## config.mk

```make
export PLATFORM = sky130hd
export DESIGN_NAME = board_dio
export DESIGN_NICKNAME = d
export VERILOG_FILES = /design/src/hw/dio_pkg.sv /design/src/hw/pulse_counter_chan.sv /design/src/hw/board_dio.sv
export SDC_FILE = /design/constraint.sdc
export NUM_CORES = 1
export LEC_CHECK = 0
export BUFFER_PORTS_ARGS = -buffer_cell sky130_fd_sc_hd__buf_2
export CELL_PAD_IN_SITES_DETAIL_PLACEMENT = 0
export CELL_PAD_IN_SITES_GLOBAL_PLACEMENT = 1
export CORE_MARGIN = 2
export CORE_UTILIZATION = 44
export CTS_CLUSTER_DIAMETER = 150
export CTS_CLUSTER_SIZE = 10
export DETAILED_ROUTE_END_ITERATION = 8
export MAX_ROUTING_LAYER = met4
export PLACE_DENSITY_LB_ADDON = 0.1
export REMOVE_ABC_BUFFERS = 1
export SLEW_MARGIN = 20
export SYNTH_ARGS = -nofsm -noshare
export SYNTH_HDL_FRONTEND = slang
export SYNTH_HIERARCHICAL = 1
export SYNTH_SLANG_ARGS = --single-unit
```

## constraint.sdc

```tcl
create_clock -name clk_i -period 4 [get_ports clk_i]
set_input_delay 0.8 -clock clk_i [delete_from_list [all_inputs] [get_ports clk_i]]
set_output_delay 0.8 -clock clk_i [all_outputs]
set_load 0.01 [all_outputs]
```

## src/hw/dio_pkg.sv

```systemverilog
`default_nettype none
package dio_pkg;
   // bus geometry
   localparam int ADDR_W = 16;
   localparam int DATA_W = 8;
   localparam int NUM_IN = 16;
   localparam int NUM_OUT = 14;
   localparam int NUM_CNT = 2;
   localparam int CNT_W = 16;

   // input banks
   localparam logic [15:0] ADDR_IN_BANK_LOW = 16'h0180;
   localparam logic [15:0] ADDR_IN_BANK_HIGH = 16'h0181;

   // output latches: one address each, first output at the base
   localparam logic [15:0] ADDR_OUT_BASE = 16'h01C0;
   localparam int OUT_GROUP_SPLIT = 8;
   localparam logic [7:0] CODE_OFF = 8'h00;
   localparam logic [7:0] CODE_ON_LOW = 8'h20;
   localparam logic [7:0] CODE_ON_HIGH = 8'h40;

   // counter channels: four bytes per channel from the base
   localparam logic [15:0] ADDR_CNT_BASE = 16'h01D0;
   localparam logic [1:0] CNT_OFS_LOW = 2'h0;
   localparam logic [1:0] CNT_OFS_HIGH = 2'h1;
   localparam logic [1:0] CNT_OFS_STAT = 2'h2;
   localparam int STAT_DONE_BIT = 0;
   localparam int STAT_VALID_BIT = 1;
   localparam int STAT_ARMED_BIT = 2;

   // reset values
   localparam logic [7:0] RDATA_RST = 8'h00;
   localparam logic [15:0] CNT_RST = 16'h0000;

   // counter channel states, gray along idle -> count -> done
   typedef enum logic [1:0] {
      CNT_IDLE  = 2'b00,
      CNT_COUNT = 2'b01,
      CNT_DONE  = 2'b11
   } cnt_state_t;
endpackage : dio_pkg
`default_nettype wire

```

## src/hw/pulse_counter_chan.sv

```systemverilog
`default_nettype none
module pulse_counter_chan (
   input  wire logic                       clk_i,
   input  wire logic                       nrst_i,
   input  wire logic                       pulse_i,
   input  wire logic                       load_i,
   input  wire logic [dio_pkg::CNT_W-1:0]  load_val_i,
   output logic      [dio_pkg::CNT_W-1:0]  count_o,
   output logic                            edge_o,
   output logic                            armed_o,
   output logic                            done_o
);
   logic                       prev_r;
   logic [dio_pkg::CNT_W-1:0]  count_r;
   dio_pkg::cnt_state_t        state_r;
   logic                       fall;

   // falling edge against last cycle's level
   assign fall = prev_r & ~pulse_i;

   always_ff @(posedge clk_i) begin
      if (!nrst_i) begin
         prev_r <= 1'b0;
      end else begin
         prev_r <= pulse_i;
      end
   end

   // down counter; a reload always wins over a pending edge
   always_ff @(posedge clk_i) begin
      if (!nrst_i) begin
         count_r <= dio_pkg::CNT_RST;
         state_r <= dio_pkg::CNT_IDLE;
      end else if (load_i) begin
         count_r <= load_val_i;
         state_r <= (load_val_i == dio_pkg::CNT_RST) ?
                    dio_pkg::CNT_DONE : dio_pkg::CNT_COUNT;
      end else begin
         unique case (state_r)
            dio_pkg::CNT_IDLE: begin
               state_r <= dio_pkg::CNT_IDLE;
            end
            dio_pkg::CNT_COUNT: begin
               if (fall) begin
                  count_r <= count_r - 16'h0001;
                  // terminal count does not depend on any read
                  if (count_r == 16'h0001) begin
                     state_r <= dio_pkg::CNT_DONE;
                  end
               end
            end
            dio_pkg::CNT_DONE: begin
               state_r <= dio_pkg::CNT_DONE;
            end
            default: begin
               state_r <= dio_pkg::CNT_IDLE;
            end
         endcase
      end
   end

   assign count_o = count_r;
   assign edge_o = fall & (state_r == dio_pkg::CNT_COUNT);
   assign armed_o = (state_r == dio_pkg::CNT_COUNT);
   assign done_o = (state_r == dio_pkg::CNT_DONE);
endmodule : pulse_counter_chan
`default_nettype wire

```

## src/hw/board_dio.sv

```systemverilog
// Functional notes
// - a read at the low bank address returns inputs one to eight, one in bit 0.
// - a read at the high bank address returns inputs nine to sixteen, nine in bit 0.
// - each bank bit is one for a high input and zero for a low input.
// - only the low eight data bits carry input levels.
// - writing zero to any output address switches that output off.
// - code 0x20 written to outputs one to eight switches that output on.
// - code 0x40 written to outputs nine to fourteen switches that output on.
// - every output has its own address, so one write changes one output.
// - two counter channels, zero and one, each load an unsigned count.
// - a loaded channel counts falling edges and interrupts after that many.
// - the terminal interrupt comes whether or not the count was read.
// - the running count is readable and a too-fast sample is marked invalid.
`default_nettype none
module board_dio (
   input  wire logic                         clk_i,
   input  wire logic                         nrst_i,
   input  wire logic [dio_pkg::ADDR_W-1:0]   io_addr_i,
   input  wire logic                         io_wr_i,
   input  wire logic                         io_rd_i,
   input  wire logic [dio_pkg::DATA_W-1:0]   io_wdata_i,
   output logic      [dio_pkg::DATA_W-1:0]   io_rdata_o,
   output logic                              io_rvalid_o,
   input  wire logic [dio_pkg::NUM_IN-1:0]   field_in_i,
   output logic      [dio_pkg::NUM_OUT-1:0]  output_port_o,
   input  wire logic [dio_pkg::NUM_CNT-1:0]  cnt_pulse_i,
   output logic      [dio_pkg::NUM_CNT-1:0]  irq_o,
   output logic                              counter_zero_done_flag_o,
   output logic                              counter_one_done_flag_o
);
   // address decode helpers; is_cnt_addr serves the write and read paths, is_out_addr only the read path
   function automatic logic is_out_addr(input logic [15:0] a);
      is_out_addr = (a >= dio_pkg::ADDR_OUT_BASE) &&
                    (a < dio_pkg::ADDR_OUT_BASE + 16'(dio_pkg::NUM_OUT));
   endfunction : is_out_addr

   function automatic logic is_cnt_addr(input logic [15:0] a, input int ch,
                                        input logic [1:0] ofs);
      is_cnt_addr = (a == dio_pkg::ADDR_CNT_BASE + 16'(ch * 4) + 16'(ofs));
   endfunction : is_cnt_addr

   logic [dio_pkg::NUM_OUT-1:0]   out_r;
   logic [dio_pkg::DATA_W-1:0]    rdata_r;
   logic [dio_pkg::DATA_W-1:0]    rdata_nxt;
   logic                          rvalid_r;
   logic [dio_pkg::NUM_CNT-1:0]   irq_r;
   logic [dio_pkg::NUM_CNT-1:0]   load;
   logic [dio_pkg::NUM_CNT-1:0]   edge_seen;
   logic [dio_pkg::NUM_CNT-1:0]   armed;
   logic [dio_pkg::NUM_CNT-1:0]   done;
   logic [dio_pkg::NUM_CNT-1:0]   snap_ok_r;
   logic [dio_pkg::DATA_W-1:0]    stage_lo_r [dio_pkg::NUM_CNT];
   logic [dio_pkg::DATA_W-1:0]    snap_hi_r [dio_pkg::NUM_CNT];
   logic [dio_pkg::CNT_W-1:0]     count [dio_pkg::NUM_CNT];

   // output latches: each index answers only its own address
   generate
      for (genvar i = 0; i < dio_pkg::NUM_OUT; i++) begin : g_out
         localparam logic [7:0] ON_CODE = (i < dio_pkg::OUT_GROUP_SPLIT) ?
            dio_pkg::CODE_ON_LOW : dio_pkg::CODE_ON_HIGH;
         logic hit;
         assign hit = io_wr_i &&
            (io_addr_i == dio_pkg::ADDR_OUT_BASE + 16'(i));
         always_ff @(posedge clk_i) begin
            if (!nrst_i) begin
               out_r[i] <= 1'b0;
            end else if (hit && io_wdata_i == dio_pkg::CODE_OFF) begin
               out_r[i] <= 1'b0;
            end else if (hit && io_wdata_i == ON_CODE) begin
               out_r[i] <= 1'b1;
            end
            // any other code is ignored and the latch holds
         end
      end
   endgenerate

   // counter channels; the high byte write commits the staged low byte
   generate
      for (genvar c = 0; c < dio_pkg::NUM_CNT; c++) begin : g_cnt
         assign load[c] = io_wr_i &&
            is_cnt_addr(io_addr_i, c, dio_pkg::CNT_OFS_HIGH);

         always_ff @(posedge clk_i) begin
            if (!nrst_i) begin
               stage_lo_r[c] <= dio_pkg::RDATA_RST;
            end else if (io_wr_i &&
                         is_cnt_addr(io_addr_i, c, dio_pkg::CNT_OFS_LOW)) begin
               stage_lo_r[c] <= io_wdata_i;
            end
         end

         // low byte read freezes the high byte so the word pairs up;
         // an edge landing in that cycle makes the pair untrustworthy
         always_ff @(posedge clk_i) begin
            if (!nrst_i) begin
               snap_hi_r[c] <= dio_pkg::RDATA_RST;
               snap_ok_r[c] <= 1'b0;
            end else if (io_rd_i &&
                         is_cnt_addr(io_addr_i, c, dio_pkg::CNT_OFS_LOW)) begin
               snap_hi_r[c] <= count[c][15:8];
               snap_ok_r[c] <= ~edge_seen[c];
            end
         end

         pulse_counter_chan u_chan (
            .clk_i      (clk_i),
            .nrst_i     (nrst_i),
            .pulse_i    (cnt_pulse_i[c]),
            .load_i     (load[c]),
            .load_val_i ({io_wdata_i, stage_lo_r[c]}),
            .count_o    (count[c]),
            .edge_o     (edge_seen[c]),
            .armed_o    (armed[c]),
            .done_o     (done[c])
         );

         // interrupt stays up until the channel is reloaded
         always_ff @(posedge clk_i) begin
            if (!nrst_i) begin
               irq_r[c] <= 1'b0;
            end else begin
               irq_r[c] <= done[c] & ~load[c];
            end
         end
      end
   endgenerate

   // read mux; plain decode, nothing here changes state on a bank read
   always_comb begin
      rdata_nxt = dio_pkg::RDATA_RST;
      if (io_addr_i == dio_pkg::ADDR_IN_BANK_LOW) begin
         rdata_nxt = field_in_i[7:0];
      end else if (io_addr_i == dio_pkg::ADDR_IN_BANK_HIGH) begin
         rdata_nxt = field_in_i[15:8];
      end else if (is_out_addr(io_addr_i)) begin
         rdata_nxt = dio_pkg::RDATA_RST;
      end else begin
         for (int c = 0; c < dio_pkg::NUM_CNT; c++) begin
            if (is_cnt_addr(io_addr_i, c, dio_pkg::CNT_OFS_LOW)) begin
               rdata_nxt = count[c][7:0];
            end else if (is_cnt_addr(io_addr_i, c, dio_pkg::CNT_OFS_HIGH)) begin
               rdata_nxt = snap_hi_r[c];
            end else if (is_cnt_addr(io_addr_i, c, dio_pkg::CNT_OFS_STAT)) begin
               rdata_nxt[dio_pkg::STAT_DONE_BIT] = done[c];
               rdata_nxt[dio_pkg::STAT_VALID_BIT] = snap_ok_r[c];
               rdata_nxt[dio_pkg::STAT_ARMED_BIT] = armed[c];
            end
         end
      end
   end

   // read data registered one cycle after the strobe
   always_ff @(posedge clk_i) begin
      if (!nrst_i) begin
         rdata_r <= dio_pkg::RDATA_RST;
         rvalid_r <= 1'b0;
      end else begin
         rvalid_r <= io_rd_i;
         if (io_rd_i) begin
            rdata_r <= rdata_nxt;
         end
      end
   end

   assign io_rdata_o = rdata_r;
   assign io_rvalid_o = rvalid_r;
   assign output_port_o = out_r;
   assign irq_o = irq_r;
   assign counter_zero_done_flag_o = irq_r[0];
   assign counter_one_done_flag_o = irq_r[1];
endmodule : board_dio
`default_nettype wire

```

==> results of run 1 <==
-- metrics by stage --
stage | hold slack (ps) | cell area (um2)
floorplan | 473 | 5060
global placement | 439 | 5680
detailed placement | 449 | 5680
CTS | 458 | 6000
global route | 485 | 6000
finish | 450 | 6000
-- worst reg2reg max path, stage by stage, from the launching register on --
cell     delay (ps)
dfxtp_1         380
nor4_1          670
nand2_1         230
or4_2           700
a31oi_1         170
-- area by class of cell --
cell class,count,area [um2]
inverter,21,78.8
tap,143,179
sequential,97,2260
fill,1094,5460
timing repair buffer,83,443
clock inverter,3,16.3
multi-input combinational,412,2720
clock buffer,13,304
-- how the worst min path moves through the flow --
| stage | from | end | slack [ps] | depth (start not counted) |
|---|---|---|---|---|
| after floorplan | stage_lo_r[0][0]$_SDFFCE_PN0P_ | g_cnt[0].u_chan/count_o[0]$_SDFFE_PN0P_ | 470 | 1 |
| after global placement | output_port_o[11]$_SDFFE_PP0P_ | output_port_o[11]$_SDFFE_PP0P_ | 440 | 2 |
| after detailed placement | output_port_o[11]$_SDFFE_PP0P_ | output_port_o[11]$_SDFFE_PP0P_ | 450 | 2 |
| after CTS | output_port_o[11]$_SDFFE_PP0P_ | output_port_o[11]$_SDFFE_PP0P_ | 460 | 2 |
| after global routing | output_port_o[11]$_SDFFE_PP0P_ | output_port_o[11]$_SDFFE_PP0P_ | 490 | 2 |
| final | output_port_o[11]$_SDFFE_PP0P_ | output_port_o[11]$_SDFFE_PP0P_ | 450 | 2 |
-- report_power, final --
part	switching (mW)	internal [mW]	total, mW
Sequential	0.00836	1.03	1.04
Clock	0.379	0.534	0.913
Combinational	0.0884	0.0437	0.132
Total	0.476	1.61	2.09
-- Yosys cell counts, types with 5 or more instances --
library cell,number
a211oi_1,6
a21oi_1,38
a22oi_1,5
a31oi_1,8
and2_1,22
and3_1,22
buf_2,9
clkbuf_1,15
dfxtp_1,65
edfxtp_1,32
inv_1,20
mux2i_1,12
nand2_1,31
nand2b_1,12
nand3_1,8
nand4_1,12
nor2_1,22
nor2b_1,6
nor3_1,13
nor4_1,24
nor4b_1,5
o21a_1,5
o21ai_0,40
o22ai_1,5
o31ai_1,11
or3_1,6
or4_1,5
xnor2_1,12
xor2_1,12
-- state kept, by name, indices dropped and copies added, names as in the netlist, 2 cells and up --
signal / flops
g_cnt.u_chan/prev_r: 2
io_rdata_o: 8
output_port_o: 14
g_cnt.u_chan/state_r: 4
snap_hi_r: 16
snap_ok_r: 2
stage_lo_r: 16
g_cnt.u_chan/count_o: 32
-- kinds of logic after synthesis --
kind of cell | Yosys count
multiplexers | 15
AND/OR/NAND/NOR | 221
XOR/XNOR | 24
flip-flops | 97
adder cells (fa/ha/maj) | 4
AO/OA/AOI/OAI | 148
buffers and inverters | 49
-- routing by layer --
metal	vias to the layer above	track usage	wire [um]
met4	0	0.0943	324
met5	-	-	0
met2	146	0.376	6530
met1	2179	0.327	6870
li1	2247	-	-
met3	23	0.0394	809
==> impl_results.md, run 1 <==
* Largest family of logic cells by synthesized area: simple AND/OR/NAND/NOR gates
* PortBufs at 72
* Drt first-iter violations at 329
* Via/cell ratio at 5.95
* Startpoint types: input pin
* Top post-synthesis cells by area: dfxtp_1, edfxtp_1, o21ai_0
* Top FF cell, synth: dfxtp_1
* Initial Utilization at 0.452
* R2R setup slack at 1790 ps
* Adder-cell share of the synthesized area at 0.00965
* Die ar. at 12700 um2
* # clock sinks at 97
* Post-synthesis xor/xnor area fraction at 0.0405
* Final core occ at 0.524
* Initial DRT Pass Iterations at 4
* Yosys cell types at 62
* Mapped Area at 5190 um2
* Hold crit path type: flop to flop
* TritonCTS Buffers at 9
* Outcome: finished, final reports clean
* IO Count at 73
* Syn avg cell area at 9.29 um2
* Wire per inst at 18.8 um
* Setup WS post-layout at 948 ps
* Worst Skew at 13.6 ps
* Max Cap Viol at 0
* Die Span X at 113 um
* Req. time, crit path at 4200 ps
* Share of the synthesized area in the top cell type at 0.251
* Period minus WS final at 3050 ps
* Initial antenna violation count at 0
* Post-Synth Simple-Gate Area at 0.263
* Clock transition at path regs at 80 ps
* Via count at 4595
* Final hold vios at 0
* Vias in the first global route at 4511
* Setup CP Type: input pin to flop
* # DRC at 0
* Clk_lat worst skew at 350 ps
* Leak at 2.38 nW
* Rel. slew slack at 0.438
* FF+latch count, synth at 97
* Maximum buffer depth of the clock tree at 2
* FMAX at 0.328 GHz
* Num rows at 39
* Layout overhead on the synthesized area at 15.8%
* Core region area at 11500 um2
* Final GP Congestion at 0.845
* RSZ-0062 raised after global routing: no
* HPWL after detailed placement at 10600 um
* Total Routed Length at 14500 um
* Grt ovf at 0
* CTS Hold Bufs at 0
* Ys async rst share at 0
* Post-CTS Resized at 0
* Worst path depth at 8
* Setup bufs post-CTS at 0
* Synth warnings at 6
* Final Max Slew Viols at 0
* Most frequent cells in the layout: buf_2, dfxtp_1, o21ai_0
* EDFF count, synth at 32
* First-pass GRT wire length at 23600 um
* Inst Count DP at 756
* Capturing point of the worst reg2reg path: g_cnt[0].u_chan/state_r[1]$_SDFFE_PN0P_
* Mux share of post-synthesis cell area at 0.0297
* Crit-path max cell delay at 690 ps
* CP max-delay cell: or4_1
* H-tree levels at 3
* Worst slack at placement at 644 ps
* GRT Total Usage at 0.245
* Period Utilization, post-route at 0.763
* VDD IR max at 0.253 mV
* Largest area contributor in the netlist: dfxtp_1
* Worst Setup SP: io_addr_i[15]
* CP delay by family, top: simple AND/OR/NAND/NOR gates
* Worst setup path endpoint: g_cnt[1].u_chan/state_r[1]$_SDFFE_PN0P_
* CTS tree: done
* Crit path capture type: flop
* Crit Path Max Fanout at 29
* Layout cells sized above 1 at 0.189
* Critical Path, Cell by Cell: buf_2, or4b_4, or4_1, nor3_1, buf_4, inv_1, o21ai_0, a31oi_1
* Final Power at 2.09 mW
* ANT cells at 0
* CTS root buffer: clkbuf_16
* Crit path DAT at 3250 ps
* Total Nets Final at 674
* Synth Area in Compound Gates at 0.182
* Post-synthesis cell count at 558
* Setup violators final at 0
* Fin Setup TNS at 0 ps
* Largest net degree at the start of global routing at 52
* Worst Tran Pin Value at 832 ps
* Sequential-to-total area share from yosys stat at 0.436
* R2R cell count at 4
* Die Y at 113 um
* Commonest non-fill, non-tap cell in the layout: buf_2
* Origin of the critical flop-to-flop path: g_cnt[0].u_chan/count_o[7]$_SDFFE_PN0P_
* Buf+Inv Stages, Crit Path at 3
* Finished Layout Cells at 772
* Power Density at 347 nW/um2
* Antenna viol nets, final at 0
(Power assumes the default switching activity.)
==> inputs of run 2 (changes only) <==
--- a/config.mk
+++ b/config.mk
@@ -5,11 +5,12 @@
 export SDC_FILE = /design/constraint.sdc
 export NUM_CORES = 1
 export LEC_CHECK = 0
+export ABC_AREA = 1
 export BUFFER_PORTS_ARGS = -buffer_cell sky130_fd_sc_hd__buf_2
 export CELL_PAD_IN_SITES_DETAIL_PLACEMENT = 0
 export CELL_PAD_IN_SITES_GLOBAL_PLACEMENT = 1
 export CORE_MARGIN = 2
-export CORE_UTILIZATION = 44
+export CORE_UTILIZATION = 38
 export CTS_CLUSTER_DIAMETER = 150
 export CTS_CLUSTER_SIZE = 10
 export DETAILED_ROUTE_END_ITERATION = 8
==> constraint.sdc (replaced) <==
create_clock -name clk_i -period 2.56 [get_ports clk_i]
set_input_delay 0.512 -clock clk_i [delete_from_list [all_inputs] [get_ports clk_i]]
set_output_delay 0.512 -clock clk_i [all_outputs]
set_load 0.01 [all_outputs]
==> impl_results.md, run 2 <==
* Outcome: finished, final reports clean
* Share of the synthesized area in the top cell type at 0.226 (-0.0246)
* Clock transition at path regs at 70 ps (about the same)
* R2R cell count at 7 (+3)
* CTS root buffer: clkbuf_16
* RSZ-0062 raised after global routing: no
* Vias in the first global route at 5236 (+16%)
* Max reg flops at 32 (unchanged)
* TritonCTS Buffers at 9 (unchanged)
* Setup bufs post-CTS at 0 (unchanged)
* # DRC at 0 (unchanged)
* Hold crit path type: input pin to flop
* Final Max Slew Viols at 0 (unchanged)
* Post-synthesis cell count at 805 (+44%)
* Final GP Congestion at 0.867 (+2.6%)
* Worst Skew at 5.64 ps (-7.94 ps)
* Via/cell ratio at 5.17 (-13%)
* Top post-synthesis cells by area: dfxtp_1, edfxtp_1, nand2_1
* Count leader, synth: nand2_1
* Crit-path max cell delay at 210 ps (-480 ps)
* FF+latch count, synth at 97 (unchanged)
* Clock power frac at 0.439 (about the same)
* ANT cells at 0 (unchanged)
* CTS tree: done
* Power Density at 481 nW/um2 (+39%)
* Combinational share of power at 0.053 (-0.010)
* Hold wc startpoint: cnt_pulse_i[1]
* PortBufs at 72 (unchanged)
* Largest area contributor in the netlist: dfxtp_1
* Inst Count DP at 1055 (+40%)
* Drt first-iter violations at 371 (+13%)
* Antenna viol nets, final at 0 (unchanged)
* Rel. slew slack at 0.523 (+0.0847)
* Internal at 2.43 mW (+51%)
* Commonest cells post-synth: nand2_1, nor2_1, inv_1, dfxtp_1, a21oi_1
* EDFF count, synth at 32 (unchanged)
* CTS Hold Bufs at 0 (unchanged)
* Crit path capture type: flop
* Grt ovf at 0 (unchanged)
* Setup CP Type: input pin to flop
* Initial antenna violation count at 0 (unchanged)
* CP delay by family, top: simple AND/OR/NAND/NOR gates
* Sw Ratio at 0.241 (+0.0127)
* Max Cap Viol at 0 (unchanged)
* Clk_lat worst skew at 350 ps (about the same)
* Hold path depth at 3 (+1)
* Die ar. at 16100 um2 (+27%)
* Yosys cell types at 41 (-34%)
* Num rows at 44 (+13%)
* Maximum buffer depth of the clock tree at 2 (unchanged)
* Origin of the critical flop-to-flop path: g_cnt[0].u_chan/count_o[0]$_SDFFE_PN0P_
* Mapped Area at 5750 um2 (+11%)
* Total Routed Length at 17200 um (+18%)
* WHS Endpoint: g_cnt[1].u_chan/prev_r$_SDFF_PN0_
* First-pass GRT wire length at 27700 um (+17%)
* Layout cells sized above 1 at 0.175 (-0.0144)
* Finished Layout Cells at 1071 (+39%)
* GRT Total Usage at 0.226 (-0.0197)
* Die Y at 127 um (+13%)
* HPWL after detailed placement at 13200 um (+25%)
* CP max-delay cell: buf_12
* R2R setup slack at 1070 ps (-720 ps)
* Synth warnings at 6 (unchanged)
* Buf+Inv Stages, Crit Path at 4 (+1)
* Crit Path Max Fanout at 28 (-3.4%)
* Core region area at 14600 um2 (+28%)
* Sw power at 769 uW (+62%)
* # clock sinks at 97 (unchanged)
* Initial DRT Pass Iterations at 5 (+1)
* Layout overhead on the synthesized area at 15.5%
* Via count at 5536 (+20%)
* Crit path DAT at 2260 ps (-990 ps)
* Die Span X at 127 um (+13%)
* Worst Setup SP: io_addr_i[11]
* Ys async rst share at 0 (unchanged)
* Period Utilization, post-route at 0.800
* Final hold vios at 0 (unchanged)
* Post-CTS Resized at 0 (unchanged)
* Final core occ at 0.453 (-0.0702)
* Period minus WS final at 2050 ps
* IO Count at 73 (unchanged)
* Commonest non-fill, non-tap cell in the layout: nand2_1
* Syn avg cell area at 7.14 um2 (-23%)
* Req. time, crit path at 2770 ps (-1430 ps)
* VDD IR max at 0.361 mV (+43%)
* Setup violators final at 0 (unchanged)
* Startpoint types: input pin
* Sequential-to-total area share from yosys stat at 0.393 (-0.0427)
* Top FF cell, synth: dfxtp_1
* Worst Tran Pin Value at 715 ps (-116 ps)
* Capturing point of the worst reg2reg path: g_cnt[0].u_chan/count_o[8]$_SDFFE_PN0P_
* Largest net degree at the start of global routing at 29 (-44%)
* Initial Utilization at 0.393 (-0.0597)
* Most frequent cells in the layout: nand2_1, nor2_1, inv_1
* Leak at 2.89 nW (+22%)
* Worst path depth at 12 (+4)
* Total Nets Final at 932 (+38%)
* H-tree levels at 3 (unchanged)
* Fill count at 1531 (+40%)
* Critical Path, Cell by Cell: buf_2, nor2_1, nand2_1, nor2_2, buf_12, nand2_1, nor3_2, inv_1, nand2_4, inv_1, a21boi_0, a21oi_1
* Flop pwr share at 0.507 (+0.008)
* Wire per inst at 16.0 um (-15%)
* FMAX at 0.488 GHz
## run 2: changes by cell type after synthesis, moves of 12 or more
cell,change
a21oi_1,+16
and2_1,-20
and3_1,-20
inv_1,+79
mux2i_1,-12
nand2_1,+138
nand2b_1,-12
nand3_1,+39
nand4_1,+13
nor2_1,+120
nor2_2,+12
nor4_1,-24
o21ai_0,-20
xnor2_1,-12
## run 2: routing by layer
layer,share of wire,vias to the layer above,GRT usage
li1,-,2779,-
met1,0.48,2575,0.301
met2,0.46,157,0.355
met3,0.047,25,0.0322
met4,0.020,0,0.0737
met5,0,-,-
## run 2: cell type report
| class | instances | area [um2] | area share |
|---|---|---|---|
| Clock buffer | 9 | 225 | 0.0339 |
| Clock inverter | 7 | 76.3 | 0.0115 |
| Timing Repair Buffer | 89 | 500 | 0.0754 |
| Inverter | 106 | 398 | 0.0599 |
| Tap cell | 184 | 230 | 0.0347 |
| Sequential cell | 97 | 2260 | 0.341 |
| Multi-Input combinational cell | 579 | 2950 | 0.444 |
## run 2: power groups by stage
stage                     clock (mW)  sequential, mW  combinational [mW]
after floorplan                    0            1.65              0.0708
after global placement             0            1.66               0.169
after detailed placement           0            1.66               0.171
after CTS                       1.44            1.62               0.172
after global routing            1.50            1.62               0.190
final                           1.40            1.62               0.171
## run 2: worst max-delay path by stage
stage / endpoint
2_1_floorplan: g_cnt[0].u_chan/count_o[5]$_SDFFE_PN0P_
5_1_grt: g_cnt[0].u_chan/count_o[7]$_SDFFE_PN0P_
3_5_place_dp: g_cnt[0].u_chan/count_o[6]$_SDFFE_PN0P_
4_1_cts: g_cnt[0].u_chan/count_o[6]$_SDFFE_PN0P_
6_report: g_cnt[0].u_chan/count_o[5]$_SDFFE_PN0P_
3_3_place_gp: g_cnt[0].u_chan/count_o[7]$_SDFFE_PN0P_
## run 2: worst reg2reg max path, cell delays in order (launching register included)
cell	delay, ps
dfxtp_1	450
inv_1	130
ha_1	260
nand2_2	170
nor2_1	80
xor2_1	140
nand2_1	60
a21oi_1	50
## run 2: cell families after synthesis
logic type,count (synthesis),share of synthesized area
simple gates,444,0.363
fa+ha+maj,4,0.00871
buf+inv,129,0.0947
compound gates,119,0.122
xor+xnor,12,0.0183
flops,97,0.393
## run 2: through the flow
| stage | setup TNS, ps | setup slack (ps) | power, mW | hold WS [ps] | instance area (um2) |
|---|---|---|---|---|---|
| finish | 0 | 513 | 3.20 | 365 | 6640 |
| global route | 0 | 308 | 3.32 | 378 | 6640 |
| CTS | 0 | 526 | 3.24 | 355 | 6640 |
| detailed placement | 0 | 156 | 1.83 | 455 | 6340 |
| global placement | 0 | 229 | 1.83 | 449 | 6340 |
| floorplan | -39800 | -1260 | 1.72 | 453 | 5600 |
==> inputs of run 3 (changes only) <==
--- a/config.mk
+++ b/config.mk
@@ -5,12 +5,12 @@
 export SDC_FILE = /design/constraint.sdc
 export NUM_CORES = 1
 export LEC_CHECK = 0
-export ABC_AREA = 1
+export ABC_AREA = 0
 export BUFFER_PORTS_ARGS = -buffer_cell sky130_fd_sc_hd__buf_2
 export CELL_PAD_IN_SITES_DETAIL_PLACEMENT = 0
 export CELL_PAD_IN_SITES_GLOBAL_PLACEMENT = 1
 export CORE_MARGIN = 2
-export CORE_UTILIZATION = 38
+export CORE_UTILIZATION = 40
 export CTS_CLUSTER_DIAMETER = 150
 export CTS_CLUSTER_SIZE = 10
 export DETAILED_ROUTE_END_ITERATION = 8
==> constraint.sdc (replaced) <==
create_clock -name clk_i -period 1.7 [get_ports clk_i]
set_input_delay 0.34 -clock clk_i [delete_from_list [all_inputs] [get_ports clk_i]]
set_output_delay 0.34 -clock clk_i [all_outputs]
set_load 0.01 [all_outputs]
==> impl_results.md, run 3 (synthesis gave the netlist of run 1 again) <==
* Power Density at 644 nW/um2 (+34%)
* # clock sinks at 97 (unchanged)
* First-pass GRT wire length at 26700 um (-3.3%)
* Clock power frac at 0.413 (-0.026)
* Final Power at 4.97 mW (+55%)
* Clock transition at path regs at 70 ps (about the same)
* Die Y at 118 um (-7.2%)
* Fin Setup TNS at -21770 ps (-21770 ps)
* CTS tree: done
* Startpoint types: input pin
* Inst Count DP at 912 (-14%)
* Initial antenna violation count at 0 (unchanged)
* ANT cells at 0 (unchanged)
* Wire per inst at 18.0 um (+12%)
* Commonest non-fill, non-tap cell in the layout: buf_4
* Final hold vios at 0 (unchanged)
* Die ar. at 13900 um2 (-14%)
* Final core occ at 0.612 (+0.158)
* IO Count at 73 (unchanged)
* Initial Utilization at 0.411 (+0.0184)
* Hold crit path type: input pin to flop
* Rel. slew slack at 0.720 (+0.198)
* Grt ovf at 0 (unchanged)
* # DRC at 0 (unchanged)
* Max reg flops at 32 (unchanged)
* Crit Path Max Fanout at 25 (-11%)
* Combinational share of power at 0.093 (+0.040)
* Placed cell areas at 6750 um2 (+6.5%)
* HPWL after detailed placement at 12700 um (-4.0%)
* Largest net degree at the start of global routing at 42 (+45%)
* Antenna viol nets, final at 0 (unchanged)
* Setup CP Type: input pin to flop
* Layout overhead on the synthesized area at 48.9%
* Clk_lat worst skew at 350 ps (about the same)
* Via/cell ratio at 5.46 (+5.6%)
* PortBufs at 72 (unchanged)
* Core region area at 12600 um2 (-14%)
* Final Max Slew Viols at 0 (unchanged)
* Period minus WS final at 2000 ps
* Initial DRT Pass Iterations at 5 (unchanged)
* Maximum buffer depth of the clock tree at 2 (unchanged)
* H-tree levels at 3 (unchanged)
* Final Cell Area at 7720 um2 (+16%)
* Drt first-iter violations at 301 (-19%)
* Failing checks: negative setup slack
* Leak at 3.23 nW (+12%)
* Die Span X at 118 um (-7.2%)
* Sw Ratio at 0.239 (-0.00154)
* Total Nets Final at 820 (-12%)
* Outcome: finished with violations
* Layout cells sized above 1 at 0.439 (+0.264)
* Req. time, crit path at 1930 ps (-840 ps)
* GRT Total Usage at 0.249 (+0.0240)
* RSZ-0062 raised after global routing: yes
* Fill count at 1150 (-25%)
* Period Utilization, post-route at 1.18
* Worst Skew at 5.90 ps (+0.258 ps)
* Vias in the first global route at 5115 (-2.3%)
* CTS Hold Bufs at 0 (unchanged)
* Crit path DAT at 2230 ps (-30 ps)
* Setup violators final at 108 (+108)
* Sw power at 1.19 mW (+54%)
* CTS root buffer: clkbuf_16
* Crit path capture type: flop
* VDD IR max at 0.586 mV (+62%)
* Final hold slack at 253 ps (-112 ps)
* Final GP Congestion at 0.943 (+8.7%)
* Total Routed Length at 17000 um (-0.77%)
* Flop pwr share at 0.494 (-0.013)
* Setup WS post-layout at -299 ps (-811 ps)
* Via count at 5169 (-6.6%)
* FMAX at 0.500 GHz
* Internal at 3.78 mW (+56%)
* Worst slack at placement at -846 ps (-1000 ps)
* Worst Tran Pin Value at 413 ps (-302 ps)
* Max Cap Viol at 0 (unchanged)
* Num rows at 41 (-6.8%)
* Finished Layout Cells at 947 (-12%)
* TritonCTS Buffers at 9 (unchanged)
* Most frequent cells in the layout: buf_4, buf_2, dfxtp_1
run 3: routing by layer:
layer	up-vias	GRT usage	wire, um
met1	2467	0.323	7760
met4	0	0.0858	384
li1	2541	-	-
met2	139	0.394	8080
met5	-	-	0
met3	22	0.0451	814
run 3: worst max-delay path: stages:
cell and delay, ps:
buf_6 90, or4_4 540, or4_4 590, nor3_4 210, inv_2 80, buf_12 170
o21ai_1 140, a31oi_1 50
run 3: layout make-up:
class | count | area [um2] | share of cell area
clock buffers | 10 | 229 | 0.0297
repair buffers | 229 | 1760 | 0.228
well taps | 172 | 215 | 0.0279
clock inverters | 6 | 65.1 | 0.00843
flip-flops and latches | 97 | 2260 | 0.293
inverters | 21 | 82.6 | 0.0107
multi-input cells | 412 | 3110 | 0.402
run 3: power groups by stage:
stage               clock, mW  combinational (mW)  sequential (mW)
detailed placement          0               0.414             2.50
global route             2.19               0.498             2.46
global placement            0               0.410             2.50
floorplan                   0               0.118             2.50
finish                   2.05               0.462             2.45
CTS                      2.08               0.433             2.45
run 3: path summary, 6_finish.rpt:
kind	from	endpoint	slack, ps	depth (start not counted)
max	io_addr_i[13]	g_cnt[1].u_chan/state_r[1]$_SDFFE_PN0P_	-300	8
min	cnt_pulse_i[1]	g_cnt[1].u_chan/prev_r$_SDFF_PN0_	250	2
max reg2reg	g_cnt[0].u_chan/count_o[6]$_SDFFE_PN0P_	g_cnt[0].u_chan/count_o[14]$_SDFFE_PN0P_	-250	4
min reg2reg	output_port_o[11]$_SDFFE_PP0P_	output_port_o[11]$_SDFFE_PP0P_	460	2
run 3: repair_timing:
| item | CTS | global route |
|---|---|---|
| setup buffers | 4 | 17 |
| resized for setup | 63 | 82 |
| setup endpoints to repair | 111 | 115 |
| cloned | 0 | 1 |
| pin swaps | 14 | 35 |
| endpoints found under the hold margin | 0 | 0 |
